$ cat src/iob_regs.svh
// Register map, field positions and timing constants of the oscillator block
`ifndef IOB_REGS_SVH
`define IOB_REGS_SVH

// APB byte addresses
`define IOB_ADDR_W     12
`define IOB_TRIM_ADDR  12'h000
`define IOB_STAT_ADDR  12'h004

// Trim register layout
`define IOB_LFSEL_BIT  7
`define IOB_MULT_BIT   6
`define IOB_TRIM_MSB   4
`define IOB_TRIM_W     5
`define IOB_TRIM_RST   5'h00
`define IOB_TRIM_CTR   5'h00

// Status register layout
`define IOB_ST_IFS_LSB 0
`define IOB_ST_SRC_LSB 3
`define IOB_ST_FAST    6
`define IOB_ST_SLOW    7
`define IOB_ST_PLL     8

// Primary oscillator configuration codes
`define IOB_CFG_CLKOUT 4'h9
`define IOB_CFG_DUALIO 4'h8
`define IOB_CFG_XTMULT 4'h6

// Frequency select codes
`define IOB_IFS_8M     3'h7
`define IOB_IFS_4M     3'h6
`define IOB_IFS_31K    3'h0

// Postscaler shift for the 31.25 kHz fast-derived clock, and multiplier factor
`define IOB_LF_SHIFT   4'h8
`define IOB_PLL_FACTOR 4

// Trim settling time
`define IOB_SETTLE_US  1000
`define IOB_PCLK_MHZ   25
`define IOB_SETTLE_W   15

`endif

$ cat src/iob_pkg.sv
// Types shared by the oscillator block
`include "iob_regs.svh"

package iob_pkg;

   typedef enum logic [2:0] {
      IOB_SRC_FAST = 3'b001,
      IOB_SRC_POST = 3'b010,
      IOB_SRC_SLOW = 3'b100
   } iob_src_t;

   typedef struct packed {
      logic                     lfsel;
      logic                     mult;
      logic [`IOB_TRIM_W-1:0]   trim;
      logic [`IOB_SETTLE_W-1:0] settle;
      logic                     slewing;
      logic                     pready;
      logic                     pslverr;
      logic [31:0]              prdata;
      logic [2:0]               sync6;
      logic [2:0]               sync7;
      logic                     filt6;
      logic                     filt7;
      logic                     in_out;
      logic                     in_oe;
      logic                     out_out;
      logic                     out_oe;
      logic                     port6_in;
      logic                     port7_in;
      logic                     fast_en;
      logic                     slow_en;
      logic                     pll_on;
      iob_src_t                 src;
      logic [3:0]               shift;
   } iob_state_t;

endpackage

$ cat src/iob_osc_block.sv
// Internal oscillator control block with APB registers and pin reuse
`timescale 1ns/1ps
`include "iob_regs.svh"

module iob_osc_block #(
   parameter int SETTLE_CYCLES = `IOB_SETTLE_US * `IOB_PCLK_MHZ
) (
   // APB clock and reset
   input  wire logic                    pclk,
   input  wire logic                    presetn,
   // APB slave
   input  wire logic                    psel,
   input  wire logic                    penable,
   input  wire logic                    pwrite,
   input  wire logic [`IOB_ADDR_W-1:0]  paddr,
   input  wire logic [31:0]             pwdata,
   input  wire logic [3:0]              pstrb,
   output logic                         pready,
   output logic                         pslverr,
   output logic [31:0]                  prdata,
   // Configuration and control from elsewhere
   input  wire logic [3:0]              osc_config,
   input  wire logic [2:0]              internal_freq_select,
   input  wire logic                    pwrup_timer_en,
   input  wire logic                    failsafe_mon_en,
   input  wire logic                    watchdog_en,
   input  wire logic                    two_speed_en,
   input  wire logic                    instr_clk,
   // Port A logic
   input  wire logic                    port_a_bit6_out,
   input  wire logic                    port_a_bit6_oe,
   input  wire logic                    port_a_bit7_out,
   input  wire logic                    port_a_bit7_oe,
   output logic                         port_a_bit6_in,
   output logic                         port_a_bit7_in,
   // Oscillator pins
   input  wire logic                    osc_input_pin_in,
   output logic                         osc_input_pin_out,
   output logic                         osc_input_pin_oe,
   input  wire logic                    osc_output_pin_in,
   output logic                         osc_output_pin_out,
   output logic                         osc_output_pin_oe,
   // Oscillator controls
   output logic                         fast_internal_clock_en,
   output logic                         slow_rc_clock_en,
   output logic                         multiplier_active,
   output iob_pkg::iob_src_t            clk_source,
   output logic [3:0]                   postscale_shift,
   output logic signed [`IOB_TRIM_W-1:0] trim_offset,
   output logic                         trim_slewing
);

   iob_pkg::iob_state_t st_ff;
   iob_pkg::iob_state_t nxt_st;

   logic clkout_mode;
   logic dualio_mode;
   logic int_mode;
   logic mult_allowed;
   logic setup_ph;
   logic wr_take;
   logic wr_trim;
   logic [2:0] ifs;
   logic [31:0] trim_rd;
   logic [31:0] stat_rd;

   localparam logic [`IOB_SETTLE_W-1:0] SETTLE_LOAD =
      `IOB_SETTLE_W'(SETTLE_CYCLES);

   assign ifs         = internal_freq_select;
   assign clkout_mode = (osc_config == `IOB_CFG_CLKOUT);
   assign dualio_mode = (osc_config == `IOB_CFG_DUALIO);
   // Crystal multiplied config falls outside both codes
   assign int_mode    = clkout_mode | dualio_mode;
   assign mult_allowed = int_mode &
                         ((ifs == `IOB_IFS_8M) |
                          (ifs == `IOB_IFS_4M));

   assign setup_ph = psel & ~penable;
   assign wr_take  = psel & penable & st_ff.pready & pwrite;
   assign wr_trim  = wr_take & (paddr == `IOB_TRIM_ADDR) & pstrb[0];

   // Unimplemented bit 5 reads zero
   always_comb begin
      trim_rd = 32'h0000_0000;
      trim_rd[`IOB_LFSEL_BIT] = st_ff.lfsel;
      trim_rd[`IOB_MULT_BIT] = st_ff.mult;
      trim_rd[`IOB_TRIM_MSB:0] = st_ff.trim;
   end

   always_comb begin
      stat_rd = 32'h0000_0000;
      stat_rd[`IOB_ST_IFS_LSB +: 3] = ifs;
      stat_rd[`IOB_ST_SRC_LSB +: 3] = st_ff.src;
      stat_rd[`IOB_ST_FAST] = st_ff.fast_en;
      stat_rd[`IOB_ST_SLOW] = st_ff.slow_en;
      stat_rd[`IOB_ST_PLL] = st_ff.pll_on;
   end

   always_comb begin
      nxt_st = st_ff;

      // APB answer one cycle after setup
      nxt_st.pready = setup_ph;
      if (setup_ph) begin
         nxt_st.pslverr = 1'b0;
         if (paddr == `IOB_TRIM_ADDR) begin
            nxt_st.prdata = pwrite ? 32'h0000_0000 : trim_rd;
         end else if (paddr == `IOB_STAT_ADDR) begin
            nxt_st.prdata = pwrite ? 32'h0000_0000 : stat_rd;
         end else begin
            nxt_st.prdata = 32'h0000_0000;
            nxt_st.pslverr = 1'b1;
         end
      end else if (psel & penable & st_ff.pready) begin
         nxt_st.pslverr = 1'b0;
      end

      // Trim register fields
      if (wr_trim) begin
         nxt_st.lfsel = pwdata[`IOB_LFSEL_BIT];
         nxt_st.trim  = pwdata[`IOB_TRIM_MSB:0];
      end

      // Multiplier enable held clear when unavailable
      if (!mult_allowed) begin
         nxt_st.mult = 1'b0;
      end else if (wr_trim) begin
         nxt_st.mult = pwdata[`IOB_MULT_BIT];
      end

      // Frequency shift in progress; not visible to software
      if (wr_trim) begin
         nxt_st.settle = SETTLE_LOAD;
      end else if (st_ff.settle != '0) begin
         nxt_st.settle = st_ff.settle - `IOB_SETTLE_W'(1);
      end
      nxt_st.slewing = (nxt_st.settle != '0);

      // Oscillator enables
      nxt_st.fast_en = (ifs != `IOB_IFS_31K) |
                       nxt_st.lfsel;
      // Slow RC never looks at the trim value
      nxt_st.slow_en = ((ifs == `IOB_IFS_31K) & ~nxt_st.lfsel) |
                       pwrup_timer_en | failsafe_mon_en |
                       watchdog_en | two_speed_en;
      // Multiplier times four on 4 or 8 MHz
      nxt_st.pll_on = nxt_st.mult & mult_allowed;

      // Clock source and postscaler selection
      if (ifs == `IOB_IFS_8M) begin
         nxt_st.src   = iob_pkg::IOB_SRC_FAST;
         nxt_st.shift = 4'h0;
      end else if (ifs != `IOB_IFS_31K) begin
         nxt_st.src   = iob_pkg::IOB_SRC_POST;
         nxt_st.shift = 4'(`IOB_IFS_8M - ifs);
      end else if (nxt_st.lfsel) begin
         nxt_st.src   = iob_pkg::IOB_SRC_POST;
         nxt_st.shift = `IOB_LF_SHIFT;
      end else begin
         nxt_st.src   = iob_pkg::IOB_SRC_SLOW;
         nxt_st.shift = 4'h0;
      end

      // Pin input synchronisers and filters
      nxt_st.sync6 = {st_ff.sync6[1:0], osc_output_pin_in};
      nxt_st.sync7 = {st_ff.sync7[1:0], osc_input_pin_in};
      if (st_ff.sync6[1] == st_ff.sync6[2]) begin
         nxt_st.filt6 = st_ff.sync6[2];
      end
      if (st_ff.sync7[1] == st_ff.sync7[2]) begin
         nxt_st.filt7 = st_ff.sync7[2];
      end

      // Input pin as port bit 7 in both internal modes
      nxt_st.in_out   = int_mode & port_a_bit7_out;
      nxt_st.in_oe    = int_mode & port_a_bit7_oe;
      nxt_st.port7_in = int_mode & st_ff.filt7;

      // Output pin: instruction clock or port bit 6
      if (clkout_mode) begin
         nxt_st.out_out = instr_clk;
         nxt_st.out_oe  = 1'b1;
      end else if (dualio_mode) begin
         nxt_st.out_out = port_a_bit6_out;
         nxt_st.out_oe  = port_a_bit6_oe;
      end else begin
         nxt_st.out_out = 1'b0;
         nxt_st.out_oe  = 1'b0;
      end
      nxt_st.port6_in = dualio_mode & st_ff.filt6;
   end

   always_ff @(posedge pclk or negedge presetn) begin
      if (!presetn) begin
         st_ff        <= '0;
         st_ff.trim   <= `IOB_TRIM_RST;
         st_ff.src    <= iob_pkg::IOB_SRC_FAST;
         st_ff.fast_en <= 1'b1;
      end else begin
         st_ff <= nxt_st;
      end
   end

   assign pready  = st_ff.pready;
   assign pslverr = st_ff.pslverr;
   assign prdata  = st_ff.prdata;

   assign port_a_bit6_in     = st_ff.port6_in;
   assign port_a_bit7_in     = st_ff.port7_in;
   assign osc_input_pin_out  = st_ff.in_out;
   assign osc_input_pin_oe   = st_ff.in_oe;
   assign osc_output_pin_out = st_ff.out_out;
   assign osc_output_pin_oe  = st_ff.out_oe;

   assign fast_internal_clock_en = st_ff.fast_en;
   assign slow_rc_clock_en       = st_ff.slow_en;
   assign multiplier_active      = st_ff.pll_on;
   assign clk_source             = st_ff.src;
   assign postscale_shift        = st_ff.shift;
   // Zero is the calibrated centre, sign gives direction
   assign trim_offset  = $signed(st_ff.trim);
   assign trim_slewing = st_ff.slewing;

endmodule

$ cat config.mk
export PLATFORM = sky130hd
export DESIGN_NAME = iob_osc_block
export DESIGN_NICKNAME = d
export VERILOG_FILES = /design/src/iob_pkg.sv /design/src/iob_osc_block.sv
export VERILOG_INCLUDE_DIRS = /design/src
export SDC_FILE = /design/constraint.sdc
export NUM_CORES = 1
export LEC_CHECK = 0
export ABC_AREA = 1
export ABC_CLOCK_PERIOD_IN_PS = 2200
export BUFFER_PORTS_ARGS = -buffer_cell sky130_fd_sc_hd__clkbuf_2
export CORE_MARGIN = 1
export CORE_UTILIZATION = 48
export DETAILED_ROUTE_END_ITERATION = 7
export PLACE_DENSITY = 0.86
export SYNTH_ARGS = -nofsm -noshare
export SYNTH_HDL_FRONTEND = slang
export SYNTH_SLANG_ARGS = --single-unit
$ cat constraint.sdc
create_clock -name pclk -period 2.2 [get_ports pclk]
set_clock_uncertainty 0.2 [all_clocks]
set_input_delay 0.33 -clock pclk [delete_from_list [all_inputs] [get_ports pclk]]
set_output_delay 0.33 -clock pclk [all_outputs]
set_load 0.02 [all_outputs]
==> key figures, run 1 <==
Outcome
  – Status: completed

Worst setup path
  – Reg2reg setup slack: about 180 ps
  – CP Depth: 12
  – Termination of the worst setup path: trim_slewing
  – Top cell by count, worst path: nand2_1
  – Worst path top cell family by delay: simple AND/OR/NAND/NOR gates
  – Largest stage delay, worst path: 400 ps
  – CP arrival: 2050 ps
  – Reg2Reg Depth: 12
  – Worst setup path start: st_ff[59]
  – Worst Path Buf+Inv: 2
  – Worst Path Required: 2220 ps
  – CP startpoint kind: flop
  – WS Path Type: reg2reg
  – Crit-path cells: inv_1 -> ha_2 -> nand2_4 -> nor2_4 -> buf_4 -> o21ai_0 -> nand2_1 -> nand2_1 -> nor2_2 -> nand3_1 -> nor2_2 -> nand2_1
  – Worst Setup End Kind: flop
  – CP max stage cell: dfrtp_1
  – Reg2reg end: trim_slewing
  – CP Max Fanout: 4
  – Worst r2r src: st_ff[59]

Clock tree
  – Post CTS Setup Buffer Count: 0
  – CTS tree: built
  – Worst-path clk slew: ~70 ps
  – CTS HTree Levels: 3
  – Clock sinks: 57
  – Clk buf depth: 2
  – Clk_lat worst skew: 340 ps
  – TritonCTS Buffers: 9
  – Root Driver: clkbuf_8

Timing
  – Fin Setup TNS: 0 ps
  – Setup violations, final: 0
  – Max Freq: 495 MHz
  – Final WS setup: 178 ps
  – Fin. Hold Viols: 0
  – Tcrit/Tclk final: 91.9%
  – Slew Limit Fails: 0
  – Fin Hold WS: about 25 ps
  – Unrepaired setup endpoints after global routing: false
  – Post-layout min period: 2020 ps

GRT
  – First-pass GRT wire length: 11.1 mm
  – Overflow after GRT: 0
  – GRT Util Overall: between 20% and 30%
  – Initial antenna violation count: 0
  – Largest net degree at the start of global routing: 58
  – Vias in the first global route: 2495

Floorplanning
  – Die Ht: 81.1 um
  – Top Ports: 127
  – # rows: 28
  – Initial core utilization: ~50%
  – Die width: 81.1 um
  – Die area: roughly 6600 um2
  – Core Region: about 6000 um2

Power
  – Sw frac: 26.8%
  – Gate power share: between 10% and 20%
  – Switching pwr: about 600 uW
  – Peak VDD IR: 0.000576 V
  – Reg power frac: 50.3%
  – Pwr dens: 608 nW/um2
  – Final Power: 2.20 mW
  – P_int: 1.61 mW
  – Clock share of power: 38.3%
  – P_leak: 2.07 nW

Synthesis
  – Commonest register cell after synthesis: dfrtp_1
  – Adder-cell share of the synthesized area: 1.08%
  – Compound-Gate Fraction of Synth Area: 4.54%
  – EDFF count, synth: 0
  – Simple-Gate Fraction of Synth Area: 28.3%
  – Synth cell types: 34
  – Synth Warn #: 0
  – Synthesized area: 3000 um2
  – Syn Area/Cell: 7.84 um2
  – Multiplexer area fraction after synthesis: 0%
  – Sequential element share of the synthesized area: about 48%
  – Largest family of logic cells by synthesized area: simple AND/OR/NAND/NOR gates
  – FFs w/ async S/R, synth: 100%
  – Synthesized flop and latch total: 57
  – Xor/xnor share of the synthesized area: less than 1%
  – Post-Synthesis Cells: approximately 380

Detailed routing
  – DRC: 0
  – Total iterations of the first detailed-routing run: 4
  – Number of DRC markers in iteration 0: 117
  – Final antenna-violating net count: 0
  – WL final: 6.89 mm
  – Avg WL per Cell: about 13 um
  – Via count: between 2000 and 3000
  – DR vias/cell: 4.82

Run
  – Max_cap viols: 0

Place
  – # port buffers: 75
  – HPWL after DPL: roughly 4.7 mm
  – GPL Wtd Cong: around 0.92
  – Pre-CTS WS: 122 ps

Final layout
  – FILL cells: 488
  – Layout cells sized above 1: between 20% and 30%
  – Ant diodes: 0
  – Post-layout net count: 539
  – Area delta synth->final: 20.6%

Min path
  – Hold Path Class: in2reg
[cells in the mapped netlist, types with 2 or more instances]
library cell | count | share of area [%]
a21oi_1 | 2 | 0.33
buf_2 | 2 | 0.33
buf_4 | 44 | 11
clkbuf_1 | 2 | 0.25
dfrtp_1 | 55 | 46
dfstp_2 | 2 | 1.7
inv_1 | 49 | 6.1
maj3_1 | 2 | 0.67
nand2_1 | 104 | 13
nand2_4 | 2 | 0.75
nand3_1 | 20 | 3.3
nand4_1 | 5 | 1.0
nor2_1 | 50 | 6.3
nor2_2 | 4 | 0.83
nor2_4 | 2 | 0.75
nor3_1 | 2 | 0.33
nor4_1 | 2 | 0.42
o21ai_0 | 12 | 2.0
o21ai_1 | 6 | 1.0
or2_2 | 2 | 0.42
[area by class of cell]
cell class	count	area [um2]	area share, %
Tap cell	75	93.8	2.59
Sequential cell	57	1430	39.5
Multi-Input combinational cell	250	1130	31.3
Clock buffer	13	149	4.11
Inverter	49	184	5.08
Clock inverter	3	17.5	0.484
Timing Repair Buffer	100	613	16.9
[per-layer routing]
metal	global-route usage, %	part of all wire [%]
met2	38.2	51
met1	27.7	41
met4	12.0	2.5
met3	6.85	6.2
met5	0	0
[logic make-up after synthesis]
kind of cell | count (synthesis)
AND/OR/NAND/NOR | 198
AO/OA/AOI/OAI | 25
XOR/XNOR | 1
flip-flops | 57
buffers and inverters | 98
other | 1
adder cells (fa/ha/maj) | 3
[worst min path at each step]
stage / cells past startpoint / startpoint / to / slack (ps)
after floorplan: 0 / presetn / clk_source[1] / -170
after global placement: 0 / nxt_st[19] / nxt_st[20] / 130
final: 3 / instr_clk / osc_output_pin_out / 20
after global routing: 2 / internal_freq_select[2] / postscale_shift[3] / 30
after detailed placement: 0 / nxt_st[19] / nxt_st[20] / 140
after CTS: 3 / instr_clk / osc_output_pin_out / 9
[flip-flops by register name, indices dropped and copies added (netlist names), 3 cells and up]
name,flops
trim_offset,5
clk_source,3
postscale_shift,4
nxt_st,4
prdata,9
st_ff,21
[layout by cell type, fill, tap and decap left out, types with 2 or more instances in the layout]
cell type | Yosys | final
nand2_1 | 104 | 104
clkbuf_2 | 0 | 75
dfrtp_1 | 55 | 55
inv_1 | 49 | 49
nor2_1 | 50 | 46
conb_1 | 1 | 23
nand3_1 | 20 | 20
dlygate4sd3_1 | 0 | 15
o21ai_0 | 12 | 12
clkbuf_8 | 0 | 10
buf_4 | 44 | 9
nor2_2 | 4 | 8
nand4_1 | 5 | 5
o21ai_1 | 6 | 5
nand2_4 | 2 | 3
clkbuf_1 | 2 | 3
nor2_4 | 2 | 2
or2_2 | 2 | 2
nor3_1 | 2 | 2
nor4_1 | 2 | 2
a21oi_1 | 2 | 2
maj3_1 | 2 | 2
dfstp_2 | 2 | 2
clkinv_2 | 0 | 2
[power by group through the flow]
stage | clock, mW | combinational, mW | sequential, mW
2_1_floorplan | 0 | 0.161 | 1.13
3_3_place_gp | 0 | 0.220 | 1.12
5_1_grt | 0.903 | 0.280 | 1.11
3_5_place_dp | 0 | 0.226 | 1.12
6_report | 0.843 | 0.251 | 1.11
4_1_cts | 0.858 | 0.247 | 1.11
[per-stage QoR]
step | std cells | utilization [%] | cell area (um2)
after detailed placement | 516 | 54.8 | 3280
after global placement | 516 | 54.8 | 3280
after floorplan | 405 | - | 3090
after global routing | 547 | 60.4 | 3620
after CTS | 547 | 60.1 | 3600
final | 547 | 60.4 | 3620
[worst min-delay path: stages]
cell	delay, ps
clkbuf_2	80
nand2_1	50
a21oi_1	60
[what timing repair did]
item / CTS / global route
hold buffers: 15 / 0
hold endpoints to repair: 69 / 0
setup endpoints to repair: 0 / 1
gates resized for setup: 0 / 7
Power figures use the tool's default switching activity.
==> run 2: changes to the inputs <==
- CORE_UTILIZATION: 48 -> 47
- PLACE_DENSITY: 0.86 -> 0.85
==> key figures, run 2 (synthesis results as in run 1) <==
Timing
  – Max Freq: slightly below 500 MHz
  – Slew Limit Fails: 0
  – Fin. Hold Viols: 0
  – Setup violations, final: 0
  – Tcrit/Tclk final: 92.7%
  – Unrepaired setup endpoints after global routing: false
  – Fin Setup TNS: 0 ps
  – Worst-margin pin slew: 532 ps
  – Rel. slew slack: 64.4%
  – Post-layout min period: 2040 ps

Final layout
  – Post-layout net count: 539
  – FILL cells: between 500 and 600
  – Most common cell after layout, fill and taps aside: nand2_1
  – Fin cells: 546
  – Layout cells sized above 1: 24.0%
  – Ant diodes: 0
  – Commonest non-fill, non-tap cells in the layout: nand2_1, clkbuf_2, dfrtp_1
  – Max reg flops: 21
  – Register Area: around 1400 um2
  – Non-Filler Cell Area, Final: 3650 um2
  – Area delta synth->final: 21.5%
  – Most flops, register: st_ff
  – Multi-input gate area: 1130 um2

GRT
  – Vias in the first global route: about 2600
  – Largest net degree at the start of global routing: 58
  – First-pass GRT wire length: around 12 mm
  – Initial antenna violation count: 0
  – GRT Util Overall: 23.8%
  – Overflow after GRT: 0

Power
  – Gate power share: 10.6%
  – P_leak: approximately 2.1 nW
  – Pwr dens: 642 nW/um2
  – Reg power frac: 47.3%
  – Switching pwr: around 590 uW
  – Peak VDD IR: 0.000442 V
  – P_int: 1.76 mW
  – Clock share of power: 42.0%
  – Final Power: 2.34 mW
  – Sw frac: around 25%

Floorplanning
  – Top Ports: 127
  – Core Region: 6030 um2
  – Die area: 6710 um2
  – Die width: between 80 and 90 um
  – Initial core utilization: 49.8%
  – Die Ht: approximately 82 um
  – # rows: 28

Clock tree
  – Clock sinks: 57
  – CTS tree: built
  – Clk buf depth: 2
  – CTS HTree Levels: 3
  – TritonCTS Buffers: 9
  – Clk_lat worst skew: 340 ps
  – Worst-path clk slew: 70 ps
  – Root Driver: clkbuf_8

Worst setup path
  – Worst Setup End Kind: flop
  – CP Max Fanout: 4
  – Reg2Reg Depth: 11
  – Termination of the worst setup path: trim_slewing
  – CP max stage cell: dfrtp_1
  – Worst setup path start: st_ff[59]
  – Crit-path cells: inv_1 -> ha_2 -> nand2_4 -> buf_4 -> nor2_1 -> nand4_1 -> nand2_1 -> nand3_1 -> or2_0 -> nor2_1 -> nand2_1
  – Reg2reg setup slack: about 160 ps
  – CP Depth: 11
  – CP arrival: approximately 2100 ps
  – Worst r2r src: st_ff[59]
  – Worst Path Required: 2230 ps
  – Worst Path Buf+Inv: 2
  – WS Path Type: reg2reg
  – CP startpoint kind: flop
  – Worst path top cell family by delay: simple AND/OR/NAND/NOR gates
  – Largest stage delay, worst path: 410 ps
  – Reg2reg end: trim_slewing

Place
  – HPWL after DPL: 4.69 mm
  – GPL Wtd Cong: 0.856
  – Placed standard-cell area: 3270 um2
  – Dpl cells: between 500 and 600
  – # port buffers: 75

Min path
  – Hold Path Class: in2reg

Detailed routing
  – WL final: 6.86 mm
  – Number of DRC markers in iteration 0: around 160
  – Avg WL per Cell: between 10 and 15 um
  – DRC: 0
  – Via count: 2643
  – DR vias/cell: 4.84
  – Total iterations of the first detailed-routing run: 4
  – Final antenna-violating net count: 0

Outcome
  – Status: completed

Run
  – Max_cap viols: 0
-- run 2: changes by cell type in the layout (fill, tap and decap cells not counted), sizes merged --
cell,before,now
buf,10,8
bufinv,0,1
clkinv,2,0
dlygate4sd3,15,17
-- run 2: power by group through the flow --
stage	clock [mW]	sequential [mW]	combinational, mW
2_1_floorplan	0	1.13	0.161
3_3_place_gp	0	1.13	0.218
3_5_place_dp	0	1.13	0.224
4_1_cts	1.01	1.11	0.248
5_1_grt	1.04	1.11	0.283
6_report	0.984	1.11	0.249
-- run 2: metal layers --
layer / vias to the layer above / wire length (um) / global-route usage [%]
met4: 0 / 212 / 13.3
met5: - / 0 / 0
met1: 1247 / 2900 / 28.5
li1: 1280 / - / -
met3: 23 / 388 / 6.67
met2: 93 / 3360 / 38.3
-- run 2: worst register-to-register path, delay by kind of cell (launching register included) --
family        cells  cell delay, ps
flops             1             410
buf+inv           2             240
simple gates      8             890
fa+ha+maj         1             210
-- run 2: area by class of cell --
cell class / instances / area share [%]
clock inverter: 2 / 1.03
clock buffer: 13 / 4.36
inverter: 49 / 5.04
multi-input combinational: 250 / 30.9
timing repair buffer: 100 / 16.9
tap: 75 / 2.57
sequential: 57 / 39.2
-- run 2: what timing repair did --
| action | 4_1_cts | 5_1_grt |
|---|---|---|
| gates resized for setup | 0 | 4 |
| hold buffers | 17 | 0 |
| hold endpoints to repair | 71 | 0 |
| endpoints found under the setup margin | 0 | 1 |
| setup buffers | 0 | 0 |
-- run 2: worst min path at each step --
| stage | from | to | depth (start not counted) |
|---|---|---|---|
| global route | port_a_bit6_out | osc_output_pin_out | 3 |
| finish | port_a_bit6_out | osc_output_pin_out | 3 |
| detailed placement | nxt_st[19] | nxt_st[20] | 0 |
| global placement | nxt_st[22] | nxt_st[23] | 0 |
| CTS | port_a_bit6_out | osc_output_pin_out | 3 |
| floorplan | presetn | clk_source[1] | 0 |
-- run 2: stage by stage --
stage	setup WS [ps]	hold slack, ps	util (%)
finish	161	12.2	60.5
global route	9.73	39.0	60.5
CTS	78.0	1.90	60.3
detailed placement	81.4	143	54.2
global placement	149	134	54.2
floorplan	261	-166	-
